File: src/hdl/tx_map_defs.vh
/*
 * Constants for the transmit field mapper: register offsets, control
 * field positions, reset values, width codes and bit positions on the
 * 44-bit per-channel transmit bus.
 * Assumes inclusion by bare name from the design file.
 */
// How it works
// [RL1] transmit bus is 44 bits per channel
// [RL2] 8-bit width: data byte on bits 7:0
// [RL3] 8-bit 8B/10B: control flag on bit 8
// [RL4] 8-bit: bit 9 force-disparity, PIPE uses compliance
// [RL5] 8-bit non-PIPE: bit 10 forced disparity value
// [RL6] 8-bit PCIe: bit 10 electrical idle force
// [RL7] 10-bit width: whole symbol on bits 9:0
// [RL8] 16-bit, PCS 16/20: bytes at 7:0, 18:11
// [RL9] 16-bit, PCS 16/20: control flags bits 8, 19
// [RL10] 16-bit, PCS 16/20: force enables bits 9, 20
// [RL11] 16-bit, PCS 16/20: disparity values bits 10, 21
// [RL12] 16-bit, PCS 8/10: bytes at 7:0, 29:22
// [RL13] 16-bit, PCS 8/10: control flags bits 8, 30
// [RL14] 16-bit, PCS 8/10 non-PIPE: 9,31 and 10,32
// [RL15] 16-bit, PCS 8/10 PIPE: bit9 compliance, bit31 zero
// [RL16] 16-bit, PCS 8/10 PCIe: idle on 10 and 32
// [RL17] 20-bit, PCS 20: symbols at 9:0, 20:11
// [RL18] 20-bit, PCS 10: symbols at 9:0, 31:22
// [RL19] unassigned transmit bus bits driven to zero
`ifndef TX_MAP_DEFS_VH
`define TX_MAP_DEFS_VH

`define TXM_BUS_W 44
// register byte offsets
`define TXM_OFS_CTRL 12'h000
`define TXM_OFS_STAT 12'h004
`define TXM_OFS_CNT 12'h008
// control register fields
`define TXM_CTRL_WID_LO 0
`define TXM_CTRL_WID_HI 1
`define TXM_CTRL_PCS 2
`define TXM_CTRL_ENC 3
`define TXM_CTRL_PIPE 4
`define TXM_CTRL_RST 5'h00
// interface width codes
`define TXM_WID_8 2'h0
`define TXM_WID_10 2'h1
`define TXM_WID_16 2'h2
`define TXM_WID_20 2'h3
// bus positions, low lane
`define TXM_LO_CTL 8
`define TXM_LO_FRC 9
`define TXM_LO_DSP 10
// bus positions, high lane, PCS 16/20
`define TXM_HW_BASE 11
`define TXM_HW_CTL 19
`define TXM_HW_FRC 20
`define TXM_HW_DSP 21
// bus positions, high lane, PCS 8/10
`define TXM_HN_BASE 22
`define TXM_HN_CTL 30
`define TXM_HN_FRC 31
`define TXM_HN_DSP 32
// fifo word fields
`define TXM_FW 28
`define TXM_F_DLO 0
`define TXM_F_DHI 10
`define TXM_F_CLO 20
`define TXM_F_CHI 21
`define TXM_F_FLO 22
`define TXM_F_FHI 23
`define TXM_F_VLO 24
`define TXM_F_VHI 25
`define TXM_F_IDL 26
`define TXM_F_CMP 27
`define TXM_FIFO_DEPTH 16

`endif

File: src/hdl/tx_fabric_bus_field_mapper.v
/*
 * Transmit field mapper: takes per-word transmit fields from fabric logic
 * through a 16-word FIFO, places them on the 44-bit transmit bus by the
 * interface width, PCS-PMA width and encoding mode set over APB.
 * Assumes APB master on mclk, downstream sink with valid/ready.
 */
`include "tx_map_defs.vh"
`timescale 1ns/1ps
`default_nettype none

// synchronous fifo, registered full and empty flags
module tx_map_fifo #(
    parameter WIDTH = 8,
    parameter DEPTH = 16,
    parameter AW = 4
) (
    input wire mclk,
    input wire nrst,
    input wire inValid,
    output wire inReady,
    input wire [WIDTH-1:0] inData,
    output wire outValid,
    input wire outReady,
    output wire [WIDTH-1:0] outData,
    output wire [AW:0] level
);
    reg [WIDTH-1:0] mem [0:DEPTH-1];
    reg [AW-1:0] wrPtr_q;
    reg [AW-1:0] rdPtr_q;
    reg [AW:0] count_q;
    reg full_q;
    reg empty_q;
    wire push;
    wire pop;
    wire [AW:0] countNext;

    assign inReady = ~full_q;
    assign outValid = ~empty_q;
    assign outData = mem[rdPtr_q];
    assign level = count_q;
    assign push = inValid & ~full_q;
    assign pop = outReady & ~empty_q;
    assign countNext = count_q + {{AW{1'b0}}, push} - {{AW{1'b0}}, pop};

    // storage write
    always @(posedge mclk) begin
        if (push) begin
            mem[wrPtr_q] <= inData;
        end
    end

    // pointers and flags
    always @(posedge mclk or negedge nrst) begin
        if (!nrst) begin
            wrPtr_q <= {AW{1'b0}};
            rdPtr_q <= {AW{1'b0}};
            count_q <= {(AW+1){1'b0}};
            full_q <= 1'b0;
            empty_q <= 1'b1;
        end else begin
            if (push) begin
                wrPtr_q <= (wrPtr_q == DEPTH - 1) ? {AW{1'b0}} : wrPtr_q + 1'b1;
            end
            if (pop) begin
                rdPtr_q <= (rdPtr_q == DEPTH - 1) ? {AW{1'b0}} : rdPtr_q + 1'b1;
            end
            count_q <= countNext;
            full_q <= (countNext == DEPTH);
            empty_q <= (countNext == {(AW+1){1'b0}});
        end
    end
endmodule // tx_map_fifo

// top: apb registers, fifo and field placement
module tx_fabric_bus_field_mapper #(
    parameter DEPTH = `TXM_FIFO_DEPTH,
    parameter AW = 4
) (
    input wire mclk,
    input wire nrst,
    // apb slave
    input wire psel,
    input wire penable,
    input wire pwrite,
    input wire [11:0] paddr,
    input wire [31:0] pwdata,
    output reg [31:0] prdata,
    output reg pready,
    output reg pslverr,
    // fabric word input
    input wire wordValid,
    output wire wordReady,
    input wire [9:0] dataLo,
    input wire [9:0] dataHi,
    input wire ctrlLo,
    input wire ctrlHi,
    input wire forceDispLo,
    input wire forceDispHi,
    input wire dispValLo,
    input wire dispValHi,
    input wire complianceForce,
    input wire elecIdleForce,
    // transmit bus toward the channel
    output reg [`TXM_BUS_W-1:0] txFull,
    output reg txValid,
    input wire txReady
);
    reg [4:0] ctrl_q;
    reg [31:0] sent_q;
    wire [`TXM_FW-1:0] fifoIn;
    wire [`TXM_FW-1:0] f;
    wire fifoValid;
    wire [AW:0] fifoLevel;
    wire loadStage;
    wire [1:0] wid;
    wire pcsWide;
    wire enc;
    wire pipe;
    wire apbAccess;
    wire mapped;
    reg [`TXM_BUS_W-1:0] mapBus;
    reg [31:0] readVal;

    assign wid = ctrl_q[`TXM_CTRL_WID_HI:`TXM_CTRL_WID_LO];
    assign pcsWide = ctrl_q[`TXM_CTRL_PCS];
    assign enc = ctrl_q[`TXM_CTRL_ENC];
    assign pipe = ctrl_q[`TXM_CTRL_PIPE];

    // pack fabric fields into one fifo word
    assign fifoIn = {complianceForce, elecIdleForce, dispValHi, dispValLo, forceDispHi,
        forceDispLo, ctrlHi, ctrlLo, dataHi, dataLo};

    tx_map_fifo #(
        .WIDTH(`TXM_FW),
        .DEPTH(DEPTH),
        .AW(AW)
    ) wordFifo (
        .mclk(mclk),
        .nrst(nrst),
        .inValid(wordValid),
        .inReady(wordReady),
        .inData(fifoIn),
        .outValid(fifoValid),
        .outReady(loadStage),
        .outData(f),
        .level(fifoLevel)
    );

    // output stage takes a word when empty or being drained
    assign loadStage = fifoValid & (~txValid | txReady);

    // field placement; everything not assigned stays zero [RL19]
    always @* begin
        mapBus = {`TXM_BUS_W{1'b0}}; // [RL1] [RL19]
        case (wid)
            `TXM_WID_8: begin
                mapBus[7:0] = f[`TXM_F_DLO +: 8]; // [RL2]
                if (enc) begin
                    mapBus[`TXM_LO_CTL] = f[`TXM_F_CLO]; // [RL3]
                    mapBus[`TXM_LO_FRC] = pipe ? complianceBit(f) : f[`TXM_F_FLO]; // [RL4]
                    mapBus[`TXM_LO_DSP] = pipe ? f[`TXM_F_IDL] : f[`TXM_F_VLO]; // [RL5] [RL6]
                end
            end
            `TXM_WID_10: begin
                mapBus[9:0] = f[`TXM_F_DLO +: 10]; // [RL7]
            end
            `TXM_WID_16: begin
                mapBus[7:0] = f[`TXM_F_DLO +: 8];
                if (pcsWide) begin
                    mapBus[`TXM_HW_BASE +: 8] = f[`TXM_F_DHI +: 8]; // [RL8]
                    if (enc) begin
                        mapBus[`TXM_LO_CTL] = f[`TXM_F_CLO]; // [RL9]
                        mapBus[`TXM_HW_CTL] = f[`TXM_F_CHI]; // [RL9]
                        mapBus[`TXM_LO_FRC] = f[`TXM_F_FLO]; // [RL10]
                        mapBus[`TXM_HW_FRC] = f[`TXM_F_FHI]; // [RL10]
                        mapBus[`TXM_LO_DSP] = f[`TXM_F_VLO]; // [RL11]
                        mapBus[`TXM_HW_DSP] = f[`TXM_F_VHI]; // [RL11]
                    end
                end else begin
                    mapBus[`TXM_HN_BASE +: 8] = f[`TXM_F_DHI +: 8]; // [RL12]
                    if (enc) begin
                        mapBus[`TXM_LO_CTL] = f[`TXM_F_CLO]; // [RL13]
                        mapBus[`TXM_HN_CTL] = f[`TXM_F_CHI]; // [RL13]
                        if (pipe) begin
                            mapBus[`TXM_LO_FRC] = complianceBit(f); // [RL15]
                            mapBus[`TXM_HN_FRC] = 1'b0; // [RL15]
                            mapBus[`TXM_LO_DSP] = f[`TXM_F_IDL]; // [RL16]
                            mapBus[`TXM_HN_DSP] = f[`TXM_F_IDL]; // [RL16]
                        end else begin
                            mapBus[`TXM_LO_FRC] = f[`TXM_F_FLO]; // [RL14]
                            mapBus[`TXM_HN_FRC] = f[`TXM_F_FHI]; // [RL14]
                            mapBus[`TXM_LO_DSP] = f[`TXM_F_VLO]; // [RL14]
                            mapBus[`TXM_HN_DSP] = f[`TXM_F_VHI]; // [RL14]
                        end
                    end
                end
            end
            `TXM_WID_20: begin
                mapBus[9:0] = f[`TXM_F_DLO +: 10];
                if (pcsWide) begin
                    mapBus[`TXM_HW_BASE +: 10] = f[`TXM_F_DHI +: 10]; // [RL17]
                end else begin
                    mapBus[`TXM_HN_BASE +: 10] = f[`TXM_F_DHI +: 10]; // [RL18]
                end
            end
            default: begin
                mapBus = {`TXM_BUS_W{1'b0}};
            end
        endcase
    end

    // compliance force travels in its own lane of the fifo word [RL4] [RL15]
    function complianceBit;
        input [`TXM_FW-1:0] w;
        begin
            complianceBit = w[`TXM_F_CMP];
        end
    endfunction

    // output stage and sent-word counter
    always @(posedge mclk or negedge nrst) begin
        if (!nrst) begin
            txFull <= {`TXM_BUS_W{1'b0}};
            txValid <= 1'b0;
            sent_q <= 32'h00000000;
        end else begin
            if (loadStage) begin
                txFull <= mapBus;
                txValid <= 1'b1;
            end else if (txReady) begin
                txValid <= 1'b0;
                txFull <= {`TXM_BUS_W{1'b0}}; // idle bus reads zero [RL19]
            end
            if (txValid & txReady) begin
                sent_q <= sent_q + 32'h00000001;
            end
        end
    end

    // apb decode and read mux
    assign apbAccess = psel & penable;
    assign mapped = (paddr == `TXM_OFS_CTRL) | (paddr == `TXM_OFS_STAT) |
        (paddr == `TXM_OFS_CNT);
    always @* begin
        readVal = 32'h00000000;
        case (paddr)
            `TXM_OFS_CTRL: readVal = {27'h0000000, ctrl_q};
            `TXM_OFS_STAT: readVal = {24'h000000, txValid, ~wordReady, ~fifoValid,
                fifoLevel[4:0]};
            `TXM_OFS_CNT: readVal = sent_q;
            default: readVal = 32'h00000000;
        endcase
    end

    // apb slave: one wait state, write lands on the completing edge
    always @(posedge mclk or negedge nrst) begin
        if (!nrst) begin
            pready <= 1'b0;
            pslverr <= 1'b0;
            prdata <= 32'h00000000;
            ctrl_q <= `TXM_CTRL_RST;
        end else if (apbAccess & ~pready) begin
            pready <= 1'b1;
            pslverr <= ~mapped;
            prdata <= pwrite ? 32'h00000000 : readVal;
        end else begin
            if (apbAccess & pready & pwrite & (paddr == `TXM_OFS_CTRL)) begin
                ctrl_q <= pwdata[4:0];
            end
            pready <= 1'b0;
            pslverr <= 1'b0;
            prdata <= 32'h00000000;
        end
    end
endmodule // tx_fabric_bus_field_mapper

`default_nettype wire

File: config.mk
export PLATFORM = sky130hd
export DESIGN_NAME = tx_fabric_bus_field_mapper
export DESIGN_NICKNAME = d
export VERILOG_FILES = /design/src/hdl/tx_fabric_bus_field_mapper.v
export VERILOG_INCLUDE_DIRS = /design/src /design/src/hdl
export SDC_FILE = /design/constraint.sdc
export NUM_CORES = 1
export LEC_CHECK = 0
export ABC_AREA = 1
export BUFFER_PORTS_ARGS = -buffer_cell sky130_fd_sc_hd__buf_2
export CORE_ASPECT_RATIO = 0.5
export CORE_UTILIZATION = 35
export CTS_CLUSTER_DIAMETER = 80
export DETAILED_ROUTE_END_ITERATION = 12
export PLACE_DENSITY = 0.51
export SKIP_LAST_GASP = 1
export SYNTH_ARGS = -nofsm -noshare
export SYNTH_HDL_FRONTEND = slang
export SYNTH_SLANG_ARGS = --single-unit
File: constraint.sdc
create_clock -name mclk -period 3.7 [get_ports mclk]
set_clock_uncertainty 0.2 [all_clocks]
set_input_delay 0.37 -clock mclk [delete_from_list [all_inputs] [get_ports mclk]]
set_output_delay 0.37 -clock mclk [all_outputs]
set_load 0.1 [all_outputs]
# Word level (Yosys, flattened, before mapping)
# Memories as Yosys holds them, arrays and structs flattened.
# Index checks and enable logic that the tools add are counted.
[op_classes]
bitwise = 18
eq_ne = 8
reduce_logical = 6
muxes = 33
add_sub_neg = 5
[ops]
columns = ["cell", "count"]
rows = [
  ["case mux 32 bit (3 select lines)", 1],
  ["two-way mux 44 bit", 2],
  ["two-way mux 32 bit", 2],
  ["case mux 10 bit (2 select lines)", 2],
  ["adder 32 x 1 -> 32 bit, second input constant", 1],
  ["case mux 10 bit (3 select lines)", 1],
  ["two-way mux 11 bit", 2],
  ["two-way mux 10 bit", 2],
  ["two-way mux 3 bit", 6],
  ["== test 12 x 3 -> 1 bit, second input constant", 1],
  ["== test 12 x 4 -> 1 bit, second input constant", 1],
  ["zero test 12 bit", 1],
  ["two-way mux 1 bit", 10],
  ["AND 1 bit", 9],
  ["adder 4 x 1 -> 4 bit, second input constant", 2],
  ["== test 4 bit, second input constant", 2],
  ["two-way mux 4 bit", 2],
  ["inverter 1 bit", 6],
  ["adder 5 x 1 -> 5 bit", 1],
  ["== test 5 bit, second input constant", 1],
  ["zero test 5 bit", 1],
  ["subtractor 5 x 1 -> 5 bit", 1],
  ["== test 2 bit, second input constant", 2],
  ["two-way mux 2 bit", 2],
  ["7 further kinds", 9],
]
[word_totals]
ff_bits = 131
memories = 1
ram_bits = 448
wordCells = 83
in_bits = 79
out_inout_bits = 80
[mem_list]
columns = ["name", "depth", "width", "rd", "rd_ports_with_merged_regs", "write_ports", "line_no", "rtl"]
rows = [
  ["wordFifo.mem", 16, 28, 1, 0, 1, "tx_fabric_bus_field_mapper.v:27", "reg [WIDTH-1:0] mem [0:DEPTH-1];"],
]

# Longest topological paths before layout
[depth]
word_depth = 6
mapped_depth = 15
ltp_nobuf = 13

# Cells and area by module
# A second synthesis with hierarchy kept.
[hier_totals]
hier_cells = 2461
hier_area_um2 = 24886.4
[by_module_without_submodules]
columns = ["mod", "area_each_um2", "seq_area_each_um2", "instances", "cells_per_inst"]
rows = [
  ["tx_map_fifo", 20064.2, 13829.5, 1, 1912],
  ["tx_fabric_bus_field_mapper", 4822.1, 2627.5, 1, 549],
]

# Worst setup path after synthesis
# OpenSTA, ideal clock, no wires.
[synth_path]
path_kind = "reg2reg"
start = "register wordFifo.full_q"
end = "memory wordFifo.mem[11][0] (netlist bit) (enable)"
arrival_time_ps = 2650
slack_ps = 437
setup_ps = 413
path_stages_with_launch = 6
period_less_slack_ps = 3263
path_buffers = 0
required_ps = 3087
cell_sequence = "dfrtp_1 inv_1 nand2_1 clkinv_1 nand2_1 nor2_1"
[synth_between]
elab_chain_cells = 4
[synth_lines]
columns = ["element", "line_no", "rtl"]
rows = [
  ["start, declared", "tx_fabric_bus_field_mapper.v:31", "reg full_q;"],
  ["start signal, assigned", "tx_fabric_bus_field_mapper.v:68", "full_q <= (countNext == DEPTH);"],
  ["inverter 1 bit", "--", ""],
  ["named net wordReady", "tx_fabric_bus_field_mapper.v:92", "output wire wordReady,"],
  ["AND 1 bit", "tx_fabric_bus_field_mapper.v:41", "assign push = inValid & ~full_q;"],
  ["named net wordFifo.push", "tx_fabric_bus_field_mapper.v:33", "wire push;"],
  ["two-way mux 1 bit", "tx_fabric_bus_field_mapper.v:47", "if (push) begin"],
  ["two-way mux 1 bit (implied by the code)", "tx_fabric_bus_field_mapper.v:48", "mem[wrPtr_q] <= inData;"],
  ["end, declared", "tx_fabric_bus_field_mapper.v:27", ""],
]
# The timed path passes the listed nets, and every way through them passes these cells.

# Worst setup path in the final report
[layout_path]
start = "register wordFifo.empty_q"
end = "register wordFifo.empty_q"
[layout_between]
elab_chain_cells = 5
[layout_lines]
columns = ["element", "line_no", "rtl"]
rows = [
  ["start, declared", "tx_fabric_bus_field_mapper.v:32", "reg empty_q;"],
  ["start signal, assigned", "tx_fabric_bus_field_mapper.v:69", "empty_q <= (countNext == {(AW+1){1'b0}});"],
  ["inverter 1 bit (*)", "tx_fabric_bus_field_mapper.v:38, tx_fabric_bus_field_mapper.v:42", ""],
  ["AND 1 bit", "tx_fabric_bus_field_mapper.v:150", "assign loadStage = fifoValid & (~txValid | txReady);"],
  ["AND 1 bit (*)", "tx_fabric_bus_field_mapper.v:42", "assign pop = outReady & ~empty_q;"],
  ["subtractor 5 x 1 -> 5 bit (*)", "tx_fabric_bus_field_mapper.v:43", "assign countNext = count_q + {{AW{1'b0}}, push} - {{AW{1'b0}}, pop};"],
  ["named net wordFifo.countNext[4]", "tx_fabric_bus_field_mapper.v:35", "wire [AW:0] countNext;"],
  ["zero test 5 bit (*)", "tx_fabric_bus_field_mapper.v:69", ""],
]
# The timed path passes the listed nets; every way through them passes the cells marked *.
# A chain may end at the register's enable or synchronous reset.

==> flow_summary_export.csv <==
group,metric,value,unit
logic_synthesis,yosys.area.top_type,"edfxtp_1",
routing,detail_route.drc_violations,0,
timing,worst_pin_slew,1.04,ns
logic_synthesis,postSynth.asyncResetShare,21.1,%
logic_synthesis,synth-seq-area-share,71.6,%
logic_synthesis,synth_top_area_share,58.5,%
layout,area_growth,16.7,%
global_routing,antenna_found_initial,0,
clock_tree,path_clk_slew,0.06,ns
clock_tree,cts_buffers,53,
global_routing,grt_util_all_layers,18.5,%
timing,slew_headroom,30.4,%
layout,fin_util,41.9,%
layout,diodes,0,
die,io_pins,159,
run_status,outcome,"complete, no violations",
logic_synthesis,synth_most_common_cell,"edfxtp_1",
timing,maxSlewViolCount,0,
clock_tree,cts-root-to-sink-buffers,3,
power_and_ir_drop,vdd_drop_max,0.573,mV
routing,drtIter0Drc,1127,
placed_design,hpwlAfterDp,35.5,mm
critical_path,path_class,"reg2reg",
power_and_ir_drop,power_switching,0.00787,W
clock_tree,cts_tree,"done",
timing,hold_violations,0,
clock_tree,cts-resized-gates,0,
die,dieWidth,364,microns
timing,final.period_utilization,76.8,%
placed_design,place_congestion,0.813,
die,die_h,183,microns
clock_tree,htree_levels,2,
logic_synthesis,syn_area_per_cell,11.8,sq um
critical_path,endpoint_kind,"flip-flop",
global_routing,grt_pass1_wl,91.7,mm
power_and_ir_drop,p_int,0.0123,W
layout,final_nets,2198,
timing,period_minus_slack,2.84,ns
critical_path,critPathTopFamily,"adder cells",
clock_tree,clkSinkCount,568,
routing,vias_per_cell,4.96,
logic_synthesis,synth_xor_area_share,1.45,%
logic_synthesis,synth_edf_count,448,
power_and_ir_drop,pwr-share-seq,39.4,%
clock_tree,clock_latency,0.60,ns
logic_synthesis,ys_ff_latch,568,
timing,tns,0,ns
logic_synthesis,synth_flop_cell,"edfxtp_1",
die,core,0.0639,sq mm
routing,totalWireLength,60.9,mm
routing,dr_total_vias,15000,
routing,first_pass_iters,5,
logic_synthesis,synth_cells,1946,
power_and_ir_drop,p_per_area,754,mW/mm^2
global_routing,first_global_vias,14300,
power_and_ir_drop,power.leakage,10.3,nW
logic_synthesis,synth_compound_area_share,7.67,%
critical_path,cp_max_fo,17,
die,start_util,35.9,%
logic_synthesis,netlist_area,0.0230,sq mm
timing,rsz0062_at_grt,"false",
critical_path,crit_chain,"inv_1 > nand2_1 > inv_2 > ha_1 > inv_1 > ha_1 > fa_1 > nand3_1 > nand2_1 > xnor2_1 > inv_1 > nor2_1",
timing,fmax,352,MHz
timing,setup_viol,0,
routing,routedWlPerCell,20.1,microns
critical_path,cp.arrival,3.18,ns
logic_synthesis,synth_common_cells,"edfxtp_1 (448), nand2_1 (412), nor2_1 (280)",
critical_path,cpMaxStageDelayCell,"dfstp_2",
power_and_ir_drop,pwr-share-comb,34.1,%
die,dieArea,0.0667,sq mm
critical_path,crit_path_frequent_cell,"inv_1",
logic_synthesis,synth-simple-area-share,14.4,%
critical_path,cpPeakStageDelay,0.53,ns
global_routing,overflow,0,
critical_path,critPathBufInv,4,
critical_path,required,4.04,ns
global_routing,grt_max_degree,132,
layout,drive_gt1_share,12.4,%
layout,fill_cells,6036,
logic_synthesis,yosys.area_share.adder,0.686,%
routing,ant_nets,0,
power_and_ir_drop,switching_share,39.0,%
power_and_ir_drop,p_clk_share,26.5,%
hold_path,hold_path.class,"in2reg",
logic_synthesis,ys_warn_count,0,
placed_design,io_buffers,120,
clock_tree,clockRootBuffer,"clkbuf_16",
logic_synthesis,synth_top_family_by_area,"simple AND/OR/NAND/NOR gates",
logic_synthesis,yosys-mux-area-fraction,0,%
job,cap_violations,0,
logic_synthesis,synth.area.top_cells,"edfxtp_1 (59%), dfrtp_1 (13%), nand2_1 (6.7%)",
critical_path,critPathLaunchType,"flip-flop",
logic_synthesis,ys_types,41,
die,rows,65,
==> worst paths after layout <==
check | start | end | slack (ns) | depth (start not counted)
setup / recovery | wordFifo.empty_q | wordFifo.empty_q | 0.86 | 12
hold / removal | paddr[2] | prdata[0] | 0.06 | 6
setup reg to reg | wordFifo.empty_q | wordFifo.empty_q | 0.86 | 12
hold reg to reg | wordFifo.empty_q | txValid | 0.25 | 1
max in group asynchronous | nrst | prdata[30] | 2.31 | 3
min in group asynchronous | nrst | prdata[4] | 0.21 | 2
==> placed cells by master (no fill, tap or decap), types with 2 or more instances in the layout <==
cell type / count
nand2_1: 412
clkbuf_16: 53
a22o_1: 4
inv_16: 2
bufinv_16: 3
o21ai_0: 164
buf_4: 29
xor2_1: 33
inv_2: 5
nor2_1: 262
buf_12: 16
o2111ai_1: 12
clkbuf_8: 4
nand4_1: 8
nand3_1: 92
nor2_4: 18
o22ai_1: 17
clkinv_1: 12
edfxtp_1: 448
o21ai_1: 7
xnor2_1: 5
o31ai_1: 2
ha_1: 11
a21oi_1: 38
clkbuf_1: 17
o211ai_1: 44
conb_1: 11
o221ai_1: 11
nor2_2: 3
dfrtp_4: 2
dlygate4sd3_1: 37
buf_2: 119
inv_1: 82
dfrtp_1: 117
nor3_1: 30
clkinv_2: 7
==> layer usage <==
metal	GRT usage, %	up-vias	wire, microns
met4	3.80	0	903
met3	2.96	71	3340
met1	26.6	7453	28500
met5	0	-	0
li1	-	7068	-
met2	29.5	391	28100
==> worst reg2reg max path: stages (launching register included) <==
cell and delay, ns:
dfstp_2 0.53, inv_1 0.06, nand2_1 0.24, inv_2 0.24
ha_1 0.35, inv_1 0.04, ha_1 0.20, fa_1 0.41
nand3_1 0.10, nand2_1 0.06, xnor2_1 0.17, inv_1 0.08
nor2_1 0.10
==> per-stage QoR <==
stage	instance area (sq um)	hold slack, ns	power [W]	instances	setup WS, ns
after floorplan	23000	-0.126	0.0126	1956	0.437
after global placement	24800	0.238	0.0150	2886	0.811
after detailed placement	24800	0.239	0.0150	2886	0.816
after CTS	26800	0.0375	0.0204	3021	0.827
after global routing	26800	0.0895	0.0213	3021	0.593
final	26800	0.0638	0.0202	3021	0.860
==> power by group through the flow <==
stage               Clock (W)  Sequential, W  Combinational, W
finish                0.00535        0.00795           0.00689
CTS                   0.00545        0.00795           0.00699
global placement            0        0.00808           0.00692
floorplan                   0        0.00868           0.00391
detailed placement          0        0.00808           0.00694
global route          0.00571        0.00802           0.00759
==> flip-flops by register name, summed over array words and instances, names as in the netlist <==
name	flops
txFull	33
pslverr	1
ctrl_q	5
wordFifo.empty_q	1
sent_q	32
wordFifo.full_q	1
prdata	32
wordFifo.mem	448
wordFifo.wrPtr_q	4
txValid	1
wordFifo.level	5
pready	1
wordFifo.rdPtr_q	4
==> cell families after synthesis <==
logic type | after synthesis
AOI/OAI and AO/OA | 303
other | 1
adders and majority gates | 12
buffers and inverters | 195
DFF | 568
xor gates and xnor gates | 38
and+or+nand+nor | 829
==> repair_timing <==
| item | 4_1_cts | 5_1_grt |
|---|---|---|
| hold buffers | 37 | 0 |
| setup buffers | 0 | 0 |
| hold endpoints to repair | 546 | 0 |
==> area by class of cell <==
class | instances | area, sq um | share of cell area (%)
multi-input combinational | 1193 | 5740 | 21.4
clock buffer | 74 | 1450 | 5.39
tap | 871 | 1090 | 4.07
inverter | 89 | 339 | 1.26
clock inverter | 24 | 215 | 0.803
sequential | 568 | 16500 | 61.4
timing repair buffer | 202 | 1520 | 5.65
Note: power is estimated with default switching activity, not from simulation.
